$ cat src/include/incr_exec_pkg.sv
// Constants and types for the increment-and-skip execution block.
// Assumes one 200 MHz clock; an instruction cycle is four clocks.
// Contract
// [RQ1] Increment adds one, updates all five flags
// [RQ2] Destination bit: clear to W, set to file
// [RQ3] Bank bit clear selects access bank
// [RQ4] Bank bit set uses bank select register
// [RQ5] Extended set, low offsets use indexed literal
// [RQ6] Skip-if-zero decodes 0011 11da, keeps status
// [RQ7] Skip-if-nonzero decodes 0100 10da, keeps status
// [RQ8] Zero result discards follower for skip-zero
// [RQ9] Nonzero result discards follower for skip-nonzero
// [RQ10] Skip over one word adds one cycle
// [RQ11] Skip over two words: three cycles total
// [RQ12] Skip over three words: four cycles total
// [RQ13] Branch loads 20-bit literal, two cycles
// [RQ14] Increment: one word, four phases, one cycle
package incr_exec_pkg;

  ////////////////////////////////////////////////////////////////////
  // Phases of the instruction cycle
  localparam logic [1:0] PH_DECODE  = 2'h0;
  localparam logic [1:0] PH_READ    = 2'h1;
  localparam logic [1:0] PH_PROCESS = 2'h2;
  localparam logic [1:0] PH_WRITE   = 2'h3;

  ////////////////////////////////////////////////////////////////////
  // Opcode fields (upper six bits of the first word; branch uses eight, plus a second-word prefix)
  localparam logic [5:0] OPC_INC_FILE  = 6'h0a; // 0010 10
  localparam logic [5:0] OPC_INC_SZERO = 6'h0f; // 0011 11
  localparam logic [5:0] OPC_INC_SNZ   = 6'h12; // 0100 10
  localparam logic [7:0] OPC_BRANCH_W1 = 8'hef; // first branch word
  localparam logic [3:0] OPC_BRANCH_W2 = 4'hf;  // second word prefix

  ////////////////////////////////////////////////////////////////////
  // Addressing
  localparam int         ADDR_W       = 14;
  localparam logic [7:0] LIT_LIMIT    = 8'h5f;  // indexed up to 95
  localparam logic [7:0] ACC_SPLIT    = 8'h60;  // access bank split
  localparam logic [5:0] ACC_LO_BANK  = 6'h00;  // access low half
  localparam logic [5:0] ACC_HI_BANK  = 6'h3f;  // access high half
  localparam int         PC_W         = 21;

  ////////////////////////////////////////////////////////////////////
  // Reset values
  localparam logic [7:0] BYTE_RST     = 8'h00;
  localparam logic [1:0] NOP_ONE      = 2'h1;

  // Status flags carried together
  typedef struct packed {
    logic n;
    logic overflow_bit;
    logic z;
    logic half_carry_bit;
    logic c;
  } status_t;

  // First instruction word of a byte-oriented op
  typedef struct packed {
    logic [5:0] opc;
    logic       dest;
    logic       bank;
    logic [7:0] f;
  } byte_op_t;

  // Decoded operation kind
  typedef enum logic [2:0] {
    K_NONE, K_INC, K_SZ, K_SNZ, K_BR
  } op_kind_t;

  // Sequencer state
  typedef enum logic {ST_RUN, ST_NOP} exec_state_t;

endpackage

$ cat src/inc_alu.sv
// Combinational incrementer with full flag generation.
// Assumes the caller decides whether the flags are kept.
`timescale 1ns/1ps
module inc_alu (
  // Operand in
  input  wire logic [7:0]             i_operand,
  // Result and flags out
  output logic [7:0]                  o_result,
  output incr_exec_pkg::status_t      o_flags
);
  import incr_exec_pkg::*;

  // Sum with carry out of bit 7
  logic [8:0] sum;
  assign sum      = {1'b0, i_operand} + 9'h001;
  assign o_result = sum[7:0];

  // Flag equations for an add of one
  always_comb begin
    o_flags.c  = sum[8];                          // [RQ1]
    o_flags.half_carry_bit = (i_operand[3:0] == 4'hf); // Nibble carry
    o_flags.n  = sum[7];
    o_flags.overflow_bit   = (i_operand == 8'h7f);     // Positive wrap
    o_flags.z  = (sum[7:0] == 8'h00);
  end

endmodule

$ cat src/incr_skip_exec.sv
// Executes increment, increment-skip and branch instructions.
// Assumes fetch presents words on the same clock and data
// memory answers a read one clock after the read strobe.
`timescale 1ns/1ps
module incr_skip_exec (
  // Clock and reset
  input  wire logic                         i_sys_clk,
  input  wire logic                         i_rst,
  // Fetch side
  input  wire logic                         i_instr_valid,
  input  wire incr_exec_pkg::byte_op_t      i_instr,
  input  wire logic [15:0]                  i_instr_hi,
  input  wire logic [1:0]                   i_follow_words,
  output logic                              o_take,
  output logic                              o_busy,
  output logic                              o_discard,
  output logic [1:0]                        o_phase,
  // Configuration
  input  wire logic                         i_ext_en,
  input  wire logic [5:0]                   i_bank_select_register,
  input  wire logic [13:0]                  i_fsr2,
  // Data memory
  output logic [13:0]                       o_mem_addr,
  output logic                              o_mem_rd,
  input  wire logic [7:0]                   i_mem_rdata,
  output logic                              o_mem_wr,
  output logic [7:0]                        o_mem_wdata,
  // Core registers
  output logic [7:0]                        o_wreg,
  output logic                              o_wreg_we,
  output incr_exec_pkg::status_t            o_status,
  output logic [20:0]                       o_pc,
  output logic                              o_pc_load
);
  import incr_exec_pkg::*;

  ////////////////////////////////////////////////////////////////////
  // Declarations
  logic [1:0]       phase_r;      // Free-running phase counter
  exec_state_t      state_r;      // Run or inserted no-operation
  logic [1:0]       nop_left_r;   // No-operation cycles still due
  logic             valid_r;      // An instruction is executing
  op_kind_t         kind_r;       // Kind of that instruction
  op_kind_t         kind_nxt;     // Kind decoded from fetch
  byte_op_t         instr_r;      // First word held for the cycle
  logic [19:0]      lit_r;        // Branch literal
  logic [7:0]       operand_r;    // Value read from file
  logic [7:0]       result_r;     // Last increment result
  logic [7:0]       alu_res;      // Incrementer output
  status_t          alu_flags;    // Incrementer flags
  logic [13:0]      addr_nxt;     // Effective operand address
  logic             skip_now;     // Skip condition at write phase
  logic             at_decode;    // Decode phase and free to take
  logic             take_r;
  logic             busy_r;
  logic             discard_r;
  logic [13:0]      mem_addr_r;
  logic             mem_rd_r;
  logic             mem_wr_r;
  logic [7:0]       mem_wdata_r;
  logic [7:0]       wreg_r;
  logic             wreg_we_r;
  status_t          status_r;
  logic [20:0]      pc_r;
  logic             pc_load_r;

  assign at_decode = (phase_r == PH_DECODE) && (state_r == ST_RUN);

  ////////////////////////////////////////////////////////////////////
  // Incrementer shared by all three increment kinds
  inc_alu u_alu (
    .i_operand (operand_r),
    .o_result  (alu_res),
    .o_flags   (alu_flags)
  );

  ////////////////////////////////////////////////////////////////////
  // Opcode decode of the fetched word
  always_comb begin
    kind_nxt = K_NONE;
    if (i_instr.opc == OPC_INC_FILE) begin
      kind_nxt = K_INC;                          // [RQ1]
    end else if (i_instr.opc == OPC_INC_SZERO) begin
      kind_nxt = K_SZ;                           // [RQ6]
    end else if (i_instr.opc == OPC_INC_SNZ) begin
      kind_nxt = K_SNZ;                          // [RQ7]
    end else if ({i_instr.opc, i_instr.dest, i_instr.bank}
                 == OPC_BRANCH_W1) begin
      kind_nxt = K_BR;                           // [RQ13]
    end
  end

  // Effective address; indexed mode wins over the access bank
  always_comb begin
    if (i_instr.bank) begin
      addr_nxt = {i_bank_select_register, i_instr.f}; // [RQ4]
    end else if (i_ext_en && (i_instr.f <= LIT_LIMIT)) begin
      addr_nxt = i_fsr2 + {6'h00, i_instr.f};    // [RQ5]
    end else if (i_instr.f < ACC_SPLIT) begin
      addr_nxt = {ACC_LO_BANK, i_instr.f};       // [RQ3]
    end else begin
      addr_nxt = {ACC_HI_BANK, i_instr.f};       // [RQ3]
    end
  end

  // Skip decision from the fresh result
  always_comb begin
    skip_now = 1'b0;
    if (valid_r && (kind_r == K_SZ)) begin
      skip_now = (alu_res == 8'h00);             // [RQ8]
    end else if (valid_r && (kind_r == K_SNZ)) begin
      skip_now = (alu_res != 8'h00);             // [RQ9]
    end
  end

  ////////////////////////////////////////////////////////////////////
  // Phase counter: four clocks per instruction cycle
  always_ff @(posedge i_sys_clk or posedge i_rst) begin
    if (i_rst) begin
      phase_r <= PH_DECODE;
    end else begin
      phase_r <= phase_r + 2'h1;                 // [RQ14]
    end
  end

  ////////////////////////////////////////////////////////////////////
  // Decode phase: take one word-group per cycle when running
  always_ff @(posedge i_sys_clk or posedge i_rst) begin
    if (i_rst) begin
      valid_r <= 1'b0;
      kind_r  <= K_NONE;
      instr_r <= '0;
      lit_r   <= '0;
      take_r  <= 1'b0;
    end else begin
      take_r <= at_decode && i_instr_valid;
      if (at_decode) begin
        // Nothing is taken while a follower is being discarded
        valid_r <= i_instr_valid;
        kind_r  <= i_instr_valid ? kind_nxt : K_NONE;
        instr_r <= i_instr;
        lit_r   <= {i_instr_hi[11:0], i_instr.f}; // [RQ13]
      end else if (phase_r == PH_WRITE) begin
        valid_r <= 1'b0;
      end
    end
  end

  ////////////////////////////////////////////////////////////////////
  // Read phase: strobe is visible for one clock
  always_ff @(posedge i_sys_clk or posedge i_rst) begin
    if (i_rst) begin
      mem_rd_r   <= 1'b0;
      mem_addr_r <= '0;
    end else begin
      mem_rd_r <= 1'b0;
      if (at_decode && i_instr_valid && (kind_nxt != K_NONE)
          && (kind_nxt != K_BR)) begin
        mem_rd_r   <= 1'b1;                      // [RQ14]
        mem_addr_r <= addr_nxt;
      end
    end
  end

  ////////////////////////////////////////////////////////////////////
  // Process phase: capture the operand one clock after the read
  always_ff @(posedge i_sys_clk or posedge i_rst) begin
    if (i_rst) begin
      operand_r <= BYTE_RST;
    end else if (phase_r == PH_PROCESS && valid_r) begin
      operand_r <= i_mem_rdata;
    end
  end

  ////////////////////////////////////////////////////////////////////
  // Write phase: route the result and update flags
  always_ff @(posedge i_sys_clk or posedge i_rst) begin
    if (i_rst) begin
      mem_wr_r    <= 1'b0;
      mem_wdata_r <= BYTE_RST;
      wreg_r      <= BYTE_RST;
      wreg_we_r   <= 1'b0;
      result_r    <= BYTE_RST;
      status_r    <= '0;
    end else begin
      mem_wr_r  <= 1'b0;
      wreg_we_r <= 1'b0;
      if (phase_r == PH_WRITE && valid_r && kind_r != K_BR
          && kind_r != K_NONE) begin
        result_r <= alu_res;
        if (instr_r.dest) begin
          mem_wr_r    <= 1'b1;                   // [RQ2]
          mem_wdata_r <= alu_res;
        end else begin
          wreg_we_r <= 1'b1;                     // [RQ2]
          wreg_r    <= alu_res;
        end
        // Skip variants leave every flag alone
        if (kind_r == K_INC) begin
          status_r <= alu_flags;                 // [RQ1]
        end
      end
    end
  end

  ////////////////////////////////////////////////////////////////////
  // Program counter load for the branch
  always_ff @(posedge i_sys_clk or posedge i_rst) begin
    if (i_rst) begin
      pc_r      <= '0;
      pc_load_r <= 1'b0;
    end else begin
      pc_load_r <= 1'b0;
      if (phase_r == PH_WRITE && valid_r && kind_r == K_BR) begin
        pc_r      <= {lit_r, 1'b0};              // [RQ13]
        pc_load_r <= 1'b1;
      end
    end
  end

  ////////////////////////////////////////////////////////////////////
  // Sequencer: inserts whole no-operation cycles
  always_ff @(posedge i_sys_clk or posedge i_rst) begin
    if (i_rst) begin
      state_r    <= ST_RUN;
      nop_left_r <= NOP_ONE;
      busy_r     <= 1'b0;
      discard_r  <= 1'b0;
    end else begin
      discard_r <= 1'b0;
      if (phase_r == PH_WRITE) begin
        unique case (state_r)
          ST_RUN: begin
            if (skip_now) begin
              // A zero count is read as a one-word follower
              state_r    <= ST_NOP;
              busy_r     <= 1'b1;
              discard_r  <= 1'b1;                // [RQ8] [RQ9]
              nop_left_r <= (i_follow_words == 2'h0) ? NOP_ONE
                            : i_follow_words;    // [RQ10] [RQ11] [RQ12]
            end else if (valid_r && kind_r == K_BR) begin
              state_r    <= ST_NOP;              // [RQ13]
              busy_r     <= 1'b1;
              nop_left_r <= NOP_ONE;
            end
          end
          ST_NOP: begin
            if (nop_left_r == NOP_ONE) begin
              state_r <= ST_RUN;
              busy_r  <= 1'b0;
            end else begin
              nop_left_r <= nop_left_r - 2'h1;   // [RQ11] [RQ12]
            end
          end
        endcase
      end
    end
  end

  ////////////////////////////////////////////////////////////////////
  // Outputs straight from flip-flops
  assign o_take      = take_r;
  assign o_busy      = busy_r;
  assign o_discard   = discard_r;
  assign o_phase     = phase_r;
  assign o_mem_addr  = mem_addr_r;
  assign o_mem_rd    = mem_rd_r;
  assign o_mem_wr    = mem_wr_r;
  assign o_mem_wdata = mem_wdata_r;
  assign o_wreg      = wreg_r;
  assign o_wreg_we   = wreg_we_r;
  assign o_status    = status_r;
  assign o_pc        = pc_r;
  assign o_pc_load   = pc_load_r;
endmodule

$ cat config.mk
export PLATFORM = sky130hd
export DESIGN_NAME = incr_skip_exec
export DESIGN_NICKNAME = d
export VERILOG_FILES = /design/src/include/incr_exec_pkg.sv /design/src/inc_alu.sv /design/src/incr_skip_exec.sv
export SDC_FILE = /design/constraint.sdc
export NUM_CORES = 1
export LEC_CHECK = 0
export BUFFER_PORTS_ARGS = -buffer_cell sky130_fd_sc_hd__buf_4
export CORE_MARGIN = 4
export CORE_UTILIZATION = 53
export DETAILED_ROUTE_END_ITERATION = 8
export GPL_ROUTABILITY_DRIVEN = 0
export PLACE_DENSITY = 0.81
export SETUP_SLACK_MARGIN = 0.3
export SLEW_MARGIN = 0
export SYNTH_ARGS = -nofsm -noshare
export SYNTH_HDL_FRONTEND = slang
export SYNTH_HIERARCHICAL = 1
export SYNTH_SLANG_ARGS = --single-unit
$ cat constraint.sdc
create_clock -name i_sys_clk -period 3.6 [get_ports i_sys_clk]
set_input_delay 0.18 -clock i_sys_clk [delete_from_list [all_inputs] [get_ports i_sys_clk]]
set_output_delay 0.18 -clock i_sys_clk [all_outputs]
set_load 0.05 [all_outputs]
==> results of run 1 <==
-- flip-flops by register name (all words and copies together), names as in the netlist --
name and cells:
lit_r 20, o_pc 20, o_mem_addr 14, o_mem_wdata 8, o_wreg 8, operand_r 8
o_status 5, kind_r 3, nop_left_r 2, o_phase 2, instr_r 1, o_busy 1
o_discard 1, o_mem_rd 1, o_mem_wr 1, o_pc_load 1, o_take 1, o_wreg_we 1
state_r 1, valid_r 1
-- repair_timing --
action	in CTS	in global routing
endpoints found under the hold margin	2	0
hold buffers	2	0
gates resized for setup	0	0
-- report_power, final --
group | internal (µW) | switching, µW | leakage (µW) | total (µW)
logic | 177 | 289 | 0.00174 | 465
registers | 1190 | 52.1 | 0.00130 | 1240
clock network | 258 | 393 | 0.0000837 | 651
total | 1620 | 733 | 0.00312 | 2350
-- final cells by class --
type	instances	share of cell area
Inverter	12	0.00788
Sequential cell	100	0.415
Multi-Input combinational cell	370	0.362
Tap cell	108	0.0224
Clock buffer	10	0.0212
Timing Repair Buffer	131	0.164
Clock inverter	6	0.00767
-- placed cells by master (no fill, tap or decap), types with 4 or more instances in the layout --
master,instances
nand2_1,172
buf_4,129
dfrtp_1,99
mux2_2,21
a21oi_1,18
nand3_1,16
ha_1,14
o21ai_0,13
xor2_1,12
nor2_1,12
inv_1,9
clkbuf_8,9
xnor2_1,7
nor3_1,7
nor4_1,5
nand4_1,4
nand2b_1,4
mux2i_1,4
-- how the worst max path moves through the flow --
stage | from | to | slack, ps | depth (start not counted)
final | operand_r[0]$_DFFE_PP0P_ | nop_left_r[1]$_DFFE_PP0P_ | 970 | 9
after global routing | operand_r[0]$_DFFE_PP0P_ | nop_left_r[1]$_DFFE_PP0P_ | 790 | 9
after CTS | operand_r[0]$_DFFE_PP0P_ | nop_left_r[1]$_DFFE_PP0P_ | 990 | 9
after detailed placement | operand_r[0]$_DFFE_PP0P_ | nop_left_r[1]$_DFFE_PP0P_ | 1050 | 9
after global placement | operand_r[0]$_DFFE_PP0P_ | nop_left_r[1]$_DFFE_PP0P_ | 1100 | 9
after floorplan | i_rst | instr_r[9]$_DFFE_PP0P_ | 800 | 1
-- cell families after synthesis --
family,share of synthesized area
muxes,0.0574
buffers and inverters,0.0275
DFF,0.520
adders and majority gates,0.0405
and+or+nand+nor,0.232
other,0.000778
xor gates and xnor gates,0.0345
AOI/OAI and AO/OA,0.0875
-- metal layers --
metal	wire length, µm	GRT usage	vias to the layer above
met4	121	0.0687	0
li1	-	-	1926
met2	5420	0.335	117
met1	4870	0.306	1915
met5	0	0	-
met3	804	0.0490	15
-- worst max-delay path, cell delays in order, from the launching register on --
cell and delay, ps:
dfrtp_1 480, ha_1 300, and3_2 240, xor2_1 160
nor4_1 310, nand2_1 120, xor2_1 210, o31ai_4 380
mux2i_1 230, nand3_1 90
-- per-stage QoR --
stage                      util  setup slack, ps  total power (µW)  hold WS, ps
after CTS                 0.688              992              2380         1.21
after detailed placement  0.666             1050              1720          378
final                     0.688              970              2350         19.7
after global placement    0.666             1100              1710          373
after global routing      0.688              786              2470         9.78
after floorplan               -              803              1550          285
==> summary.txt, run 1 <==
Clock network
  – CTS root buf: clkbuf_8
  – Num CTS Buffers: 9
  – Maximum clock path buffer count: 2
  – H-tree Lvls: 3
  – CTS sink count: 100
  – Post-CTS Setup Bufs: 0
  – CTS tree: yes
  – Clk Latency, worst-skew pair: 350 ps
  – Worst-path clk slew: 100 ps

Synthesis
  – Mapped Avg Cell Area: 9.66 µm²
  – Prevailing post-synth register cell: dfrtp_1
  – Post-synth EDFFs: 0
  – Yosys top cell by area: dfrtp_1
  – Synth Warn #: 6
  – Sequential cell area fraction in the yosys report: 0.520
  – Synthesized instance count: 499
  – Post-synth top area share: 0.514
  – Asr flop ratio synth: 1.00
  – Yosys cell types: 63
  – Most frequent cell after synthesis: nand2_1
  – Synth Cell Area: 4820 µm²
  – Post-synth net total: 580
  – #FFs+latches synth: 100
  – Leading cell types by count after synthesis: 172 x nand2_1, 99 x dfrtp_1, 21 x mux2_2
  – Area contributors post-synth: dfrtp_1 51%, nand2_1 13%, mux2_2 4.9%

Critical path
  – CP required: 3830 ps
  – Worst setup EP type: flip-flop
  – R2R depth: 9
  – Startpoint types: flip-flop
  – Setup CP Type: reg2reg
  – Arrival @ worst endpoint: 2860 ps
  – RR Endpoint: nop_left_r[1]$_DFFE_PP0P_
  – R2R Path Start: operand_r[0]$_DFFE_PP0P_
  – Crit path max fanout: 8
  – R2R setup slack: 970 ps

Drt
  – DR DRC count: 0
  – DRT Pass-1 Iters: 4
  – DR iter-0 viols: 238
  – DR WL/cell: 15.2 µm
  – Drt via density: 5.39
  – DR vias: 3,973
  – Detail Route Antenna Nets: 0
  – Routed wire length: 11,200 µm

Hold path
  – Hold path start: i_instr_hi[9]
  – WHS Path Cells: 3
  – Hold Crit Endpoint: lit_r[17]$_DFFE_PP0P_
  – Hold WC Path Type: in2reg

Cells and area
  – Final instance area: 6030 µm²
  – Area growth, synth to finish: 25.2%
  – Layout cell share with drive strength beyond 1: 0.296
  – Ant diodes: 0
  – Multi-input gate area: 2180 µm²
  – Non-Filler Instances: 737
  – Fin nets: 705
  – Register Area: 2500 µm²
  – FILL cells: 679

Global route
  – First-pass GRT wire length: 18,400 µm
  – Antenna violations before repair: 0
  – Vias in the first global route: 3,850
  – Grt total ovfl: 0
  – Largest net degree at the start of global routing: 84
  – Overall routing resource usage: 0.217

Die
  – # IOs: 131
  – Site Rows: 34
  – Core ar.: 8760 µm²
  – Die height: 103 µm
  – Die Wd: 103 µm
  – Initial Utilization: 0.550
  – Die area: 10,700 µm²

STA
  – Fin crit share: 0.730
  – Measured slew at the worst slew-check pin: 1020 ps
  – Final worst path period need: 2630 ps
  – Unrepaired setup endpoints after global routing: false
  – Setup_tns: 0 ps
  – Setup Skew: 14.9 ps
  – Final setup violation count: 0
  – Fin. Hold Viols: 0
  – Max-slew violations: 0
  – Slew Limit Headroom: 0.318
  – Max Fclk: 0.380 GHz

Status
  – Status: complete, no violations

Placement
  – Port Buffers: 125
  – DP HPWL: 8140 µm
  – DP Area: 5840 µm²
  – Placed cells: 719

Pwr
  – Pwr Density: 390 nW/µm²
  – Peak supply drop: 0.225 mV
  – Leak: 0.00312 µW

Flow run
  – Max-Cap Viols: 0
(Power assumes the default switching activity.)
==> inputs of run 2 (changes only) <==
--- a/config.mk
+++ b/config.mk
@@ -5,12 +5,13 @@
 export SDC_FILE = /design/constraint.sdc
 export NUM_CORES = 1
 export LEC_CHECK = 0
+export ABC_AREA = 1
 export BUFFER_PORTS_ARGS = -buffer_cell sky130_fd_sc_hd__buf_4
 export CORE_MARGIN = 4
-export CORE_UTILIZATION = 53
+export CORE_UTILIZATION = 48
 export DETAILED_ROUTE_END_ITERATION = 8
 export GPL_ROUTABILITY_DRIVEN = 0
-export PLACE_DENSITY = 0.81
+export PLACE_DENSITY = 0.76
 export SETUP_SLACK_MARGIN = 0.3
 export SLEW_MARGIN = 0
 export SYNTH_ARGS = -nofsm -noshare
==> constraint.sdc (replaced) <==
create_clock -name i_sys_clk -period 2.3 [get_ports i_sys_clk]
set_input_delay 0.115 -clock i_sys_clk [delete_from_list [all_inputs] [get_ports i_sys_clk]]
set_output_delay 0.115 -clock i_sys_clk [all_outputs]
set_load 0.05 [all_outputs]
==> summary.txt, run 2 <==
STA
  – Fin. Hold Viols: 0 (unchanged)
  – Final setup violation count: 0 (unchanged)
  – Slew Limit Headroom: 0.551 (+0.233)
  – Setup_tns: 0 ps (unchanged)
  – Setup Skew: 10.3 ps (-4.54 ps)
  – Unrepaired setup endpoints after global routing: true
  – Fin crit share: 0.844 (+0.114)
  – Fin Hold WS: 17.9 ps (-1.72 ps)
  – Max Fclk: 0.515 GHz (+35%)
  – Max-slew violations: 0 (unchanged)
  – Measured slew at the worst slew-check pin: 672 ps (-351 ps)
  – Final worst path period need: 1940 ps (-688 ps)

Synthesis
  – Synth Cell Area: 5150 µm² (+6.9%)
  – Synthesized instance count: 625 (+25%)
  – Yosys cell types: 44 (-30%)
  – Mux cell area share after synthesis: 0.0284 (-0.0290)
  – Post-synth net total: 706 (+22%)
  – Synth Warn #: 6 (unchanged)
  – Post-Synth Simple-Gate Area: 0.293 (+0.0607)
  – Prevailing post-synth register cell: dfrtp_1
  – Post-synth top area share: 0.481 (-0.0330)
  – Leading cell types by count after synthesis: 207 x nand2_1, 99 x dfrtp_1, 69 x inv_1
  – Asr flop ratio synth: 1.00 (unchanged)
  – Synth Area in Adders: 0.0379 (-0.00260)
  – Main combinational cell family by area after synthesis: simple AND/OR/NAND/NOR gates
  – Yosys top cell by area: dfrtp_1
  – Most frequent cell after synthesis: nand2_1
  – Area contributors post-synth: dfrtp_1 48%, nand2_1 15%, inv_1 5.0%
  – XOR/XNOR Fraction of Synth Area: 0.00510 (-0.0294)
  – Post-synth EDFFs: 0 (unchanged)
  – #FFs+latches synth: 100 (unchanged)
  – Sequential cell area fraction in the yosys report: 0.486 (-0.0333)
  – Synth Area in Compound Gates: 0.0739 (-0.0136)
  – Mapped Avg Cell Area: 8.24 µm² (-15%)

Pwr
  – Pwr Density: 597 nW/µm² (+53%)
  – Peak supply drop: 0.348 mV (+54%)
  – Leak: 0.00363 µW (+16%)

Die
  – Initial Utilization: 0.497 (-0.0533)
  – Die height: 112 µm (+8.0%)
  – Die area: 12,400 µm² (+17%)
  – # IOs: 131 (unchanged)
  – Core ar.: 10,400 µm² (+18%)
  – Die Wd: 112 µm (+8.0%)
  – Site Rows: 37 (+8.8%)

Hold path
  – WHS Path Cells: 3 (unchanged)
  – Hold WC Path Type: in2reg
  – Hold path start: i_instr[1]
  – Hold Crit Endpoint: lit_r[1]$_DFFE_PP0P_

Drt
  – DRT Pass-1 Iters: 4 (unchanged)
  – Drt via density: 4.95 (-8.2%)
  – DR DRC count: 0 (unchanged)
  – DR WL/cell: 13.6 µm (-11%)
  – Detail Route Antenna Nets: 0 (unchanged)
  – DR vias: 4,564 (+15%)
  – Routed wire length: 12,500 µm (+12%)
  – DR iter-0 viols: 305 (+28%)

Placement
  – Placed cells: 874 (+22%)
  – Port Buffers: 125 (unchanged)
  – DP HPWL: 9180 µm (+13%)

Clock network
  – Clk Latency, worst-skew pair: 350 ps (about the same)
  – Worst-path clk slew: 100 ps (about the same)
  – CTS root buf: clkbuf_8
  – Maximum clock path buffer count: 2 (unchanged)
  – CTS tree: yes
  – H-tree Lvls: 3 (unchanged)
  – CTS sink count: 100 (unchanged)
  – Num CTS Buffers: 9 (unchanged)

Critical path
  – CP required: 2540 ps (-1290 ps)
  – Crit-path leading delay family: simple AND/OR/NAND/NOR gates
  – Crit-path most repeated cell: nand2_1
  – R2R setup slack: 360 ps (-610 ps)
  – Crit path buffers/inverters: 2 (+2)
  – Slowest Stage Delay on Critical Path: 430 ps (-50 ps)
  – Startpoint types: flip-flop
  – Arrival @ worst endpoint: 2180 ps (-680 ps)
  – RR Endpoint: o_busy$_DFFE_PP0P_
  – Slowest CP cell: dfrtp_1
  – R2R depth: 16 (+7)
  – R2R Path Start: operand_r[1]$_DFFE_PP0P_
  – Worst setup EP type: flip-flop
  – Critical path, cell by cell: buf_6 > nand2_2 > nor2_4 > nand3_2 > nand2_2 > inv_2 > nor2_4 > nand3_2 > nor2_1 > nand2_1 > nand3_1 > nand2_1 > nand2_2 > nand2_1 > nand2_1 > nand2_1
  – Setup CP Type: reg2reg
  – Crit path max fanout: 4 (-4)

Global route
  – Antenna violations before repair: 0 (unchanged)
  – First-pass GRT wire length: 21,000 µm (+14%)
  – Grt total ovfl: 0 (unchanged)
  – Overall routing resource usage: 0.204 (-0.0132)
  – Vias in the first global route: 4,556 (+18%)
  – Largest net degree at the start of global routing: 37 (-56%)

Cells and area
  – Fin nets: 863 (+22%)
  – Most common cell after layout, fill and taps aside: nand2_1
  – Ant diodes: 0 (unchanged)
  – Non-Filler Instances: 922 (+25%)
  – Layout cell share with drive strength beyond 1: 0.300 (+0.00455)
  – Most frequent cells in the layout: 205 x nand2_1, 130 x buf_4, 96 x dfrtp_1
  – Area growth, synth to finish: 32.5%
  – FILL cells: 879 (+29%)

Flow run
  – Max-Cap Viols: 0 (unchanged)

Status
  – Status: complete, no violations
-- run 2: changes by cell type in the layout (fill, tap and decap cells not counted), sizes merged, moves of 5 or more --
cell,previous run,this run
nor2,13,52
dlygate4sd3,2,27
buf,129,134
a21oi,19,4
nand2,174,230
mux2,21,13
inv,14,76
nand3,17,43
nor4,5,0
nor3,9,1
xor2,12,0
o21ai,16,45
-- run 2: per-layer routing --
metal,vias to the layer above,track usage,wire (µm)
met5,-,0,0
li1,2282,-,-
met3,20,0.0380,646
met1,2144,0.263,5420
met4,0,0.0624,251
met2,118,0.350,6210
-- run 2: where the power goes --
group	leakage [µW]	switching (µW)	internal [µW]
registers	0.00129	79.8	1860
logic	0.00222	549	346
clock network	0.000111	573	665
total	0.00363	1200	2870
-- run 2: cells by family (layout without fill, tap and decap cells) --
group,count (synthesis),count (layout)
flops,100,100
simple gates,337,337
fa+ha+maj,15,15
other cells,1,1
buf+inv,92,253
compound gates,64,64
mux,13,13
xor+xnor,3,3
-- run 2: worst max-delay path by stage --
stage | from | end | slack [ps] | depth (start not counted)
2_1_floorplan | operand_r[1]$_DFFE_PP0P_ | o_busy$_DFFE_PP0P_ | 490 | 16
3_3_place_gp | operand_r[1]$_DFFE_PP0P_ | nop_left_r[1]$_DFFE_PP0P_ | 310 | 14
3_5_place_dp | operand_r[1]$_DFFE_PP0P_ | nop_left_r[1]$_DFFE_PP0P_ | 240 | 14
4_1_cts | operand_r[0]$_DFFE_PP0P_ | o_busy$_DFFE_PP0P_ | 310 | 16
5_1_grt | operand_r[1]$_DFFE_PP0P_ | o_busy$_DFFE_PP0P_ | 200 | 16
6_report | operand_r[1]$_DFFE_PP0P_ | o_busy$_DFFE_PP0P_ | 360 | 16
-- run 2: repair_timing --
item | CTS | global route
endpoints found under the setup margin | 4 | 7
resized for setup | 2 | 20
pin swaps | 0 | 12
hold buffers | 27 | 0
endpoints found under the hold margin | 53 | 0
buffers inserted | 2 | 4
-- run 2: per-stage QoR --
stage | power [µW] | area, µm² | util | setup WS, ps
2_1_floorplan | 2490 | 5150 | - | 488
3_5_place_dp | 2780 | 6210 | 0.599 | 237
6_report | 4070 | 6820 | 0.658 | 359
3_3_place_gp | 2760 | 6210 | 0.599 | 314
4_1_cts | 4070 | 6730 | 0.649 | 305
5_1_grt | 4270 | 6820 | 0.658 | 202
-- run 2: layout make-up --
cell class | count | area (µm²) | area share
flip-flops and latches | 100 | 2510 | 0.368
multi-input cells | 433 | 2320 | 0.340
repair buffers | 161 | 1310 | 0.192
inverters | 77 | 295 | 0.0433
well taps | 136 | 170 | 0.0249
clock buffers | 11 | 151 | 0.0222
clock inverters | 4 | 72.6 | 0.0106
-- run 2: worst reg2reg max path: stages, from the launching register on --
cell	delay (ps)
dfrtp_1	430
buf_6	130
nand2_2	60
nor2_4	180
nand3_2	110
nand2_2	100
inv_2	60
nor2_4	110
nand3_2	90
nor2_1	90
nand2_1	80
nand3_1	90
nand2_1	60
nand2_2	100
nand2_1	60
nand2_1	60
nand2_1	40
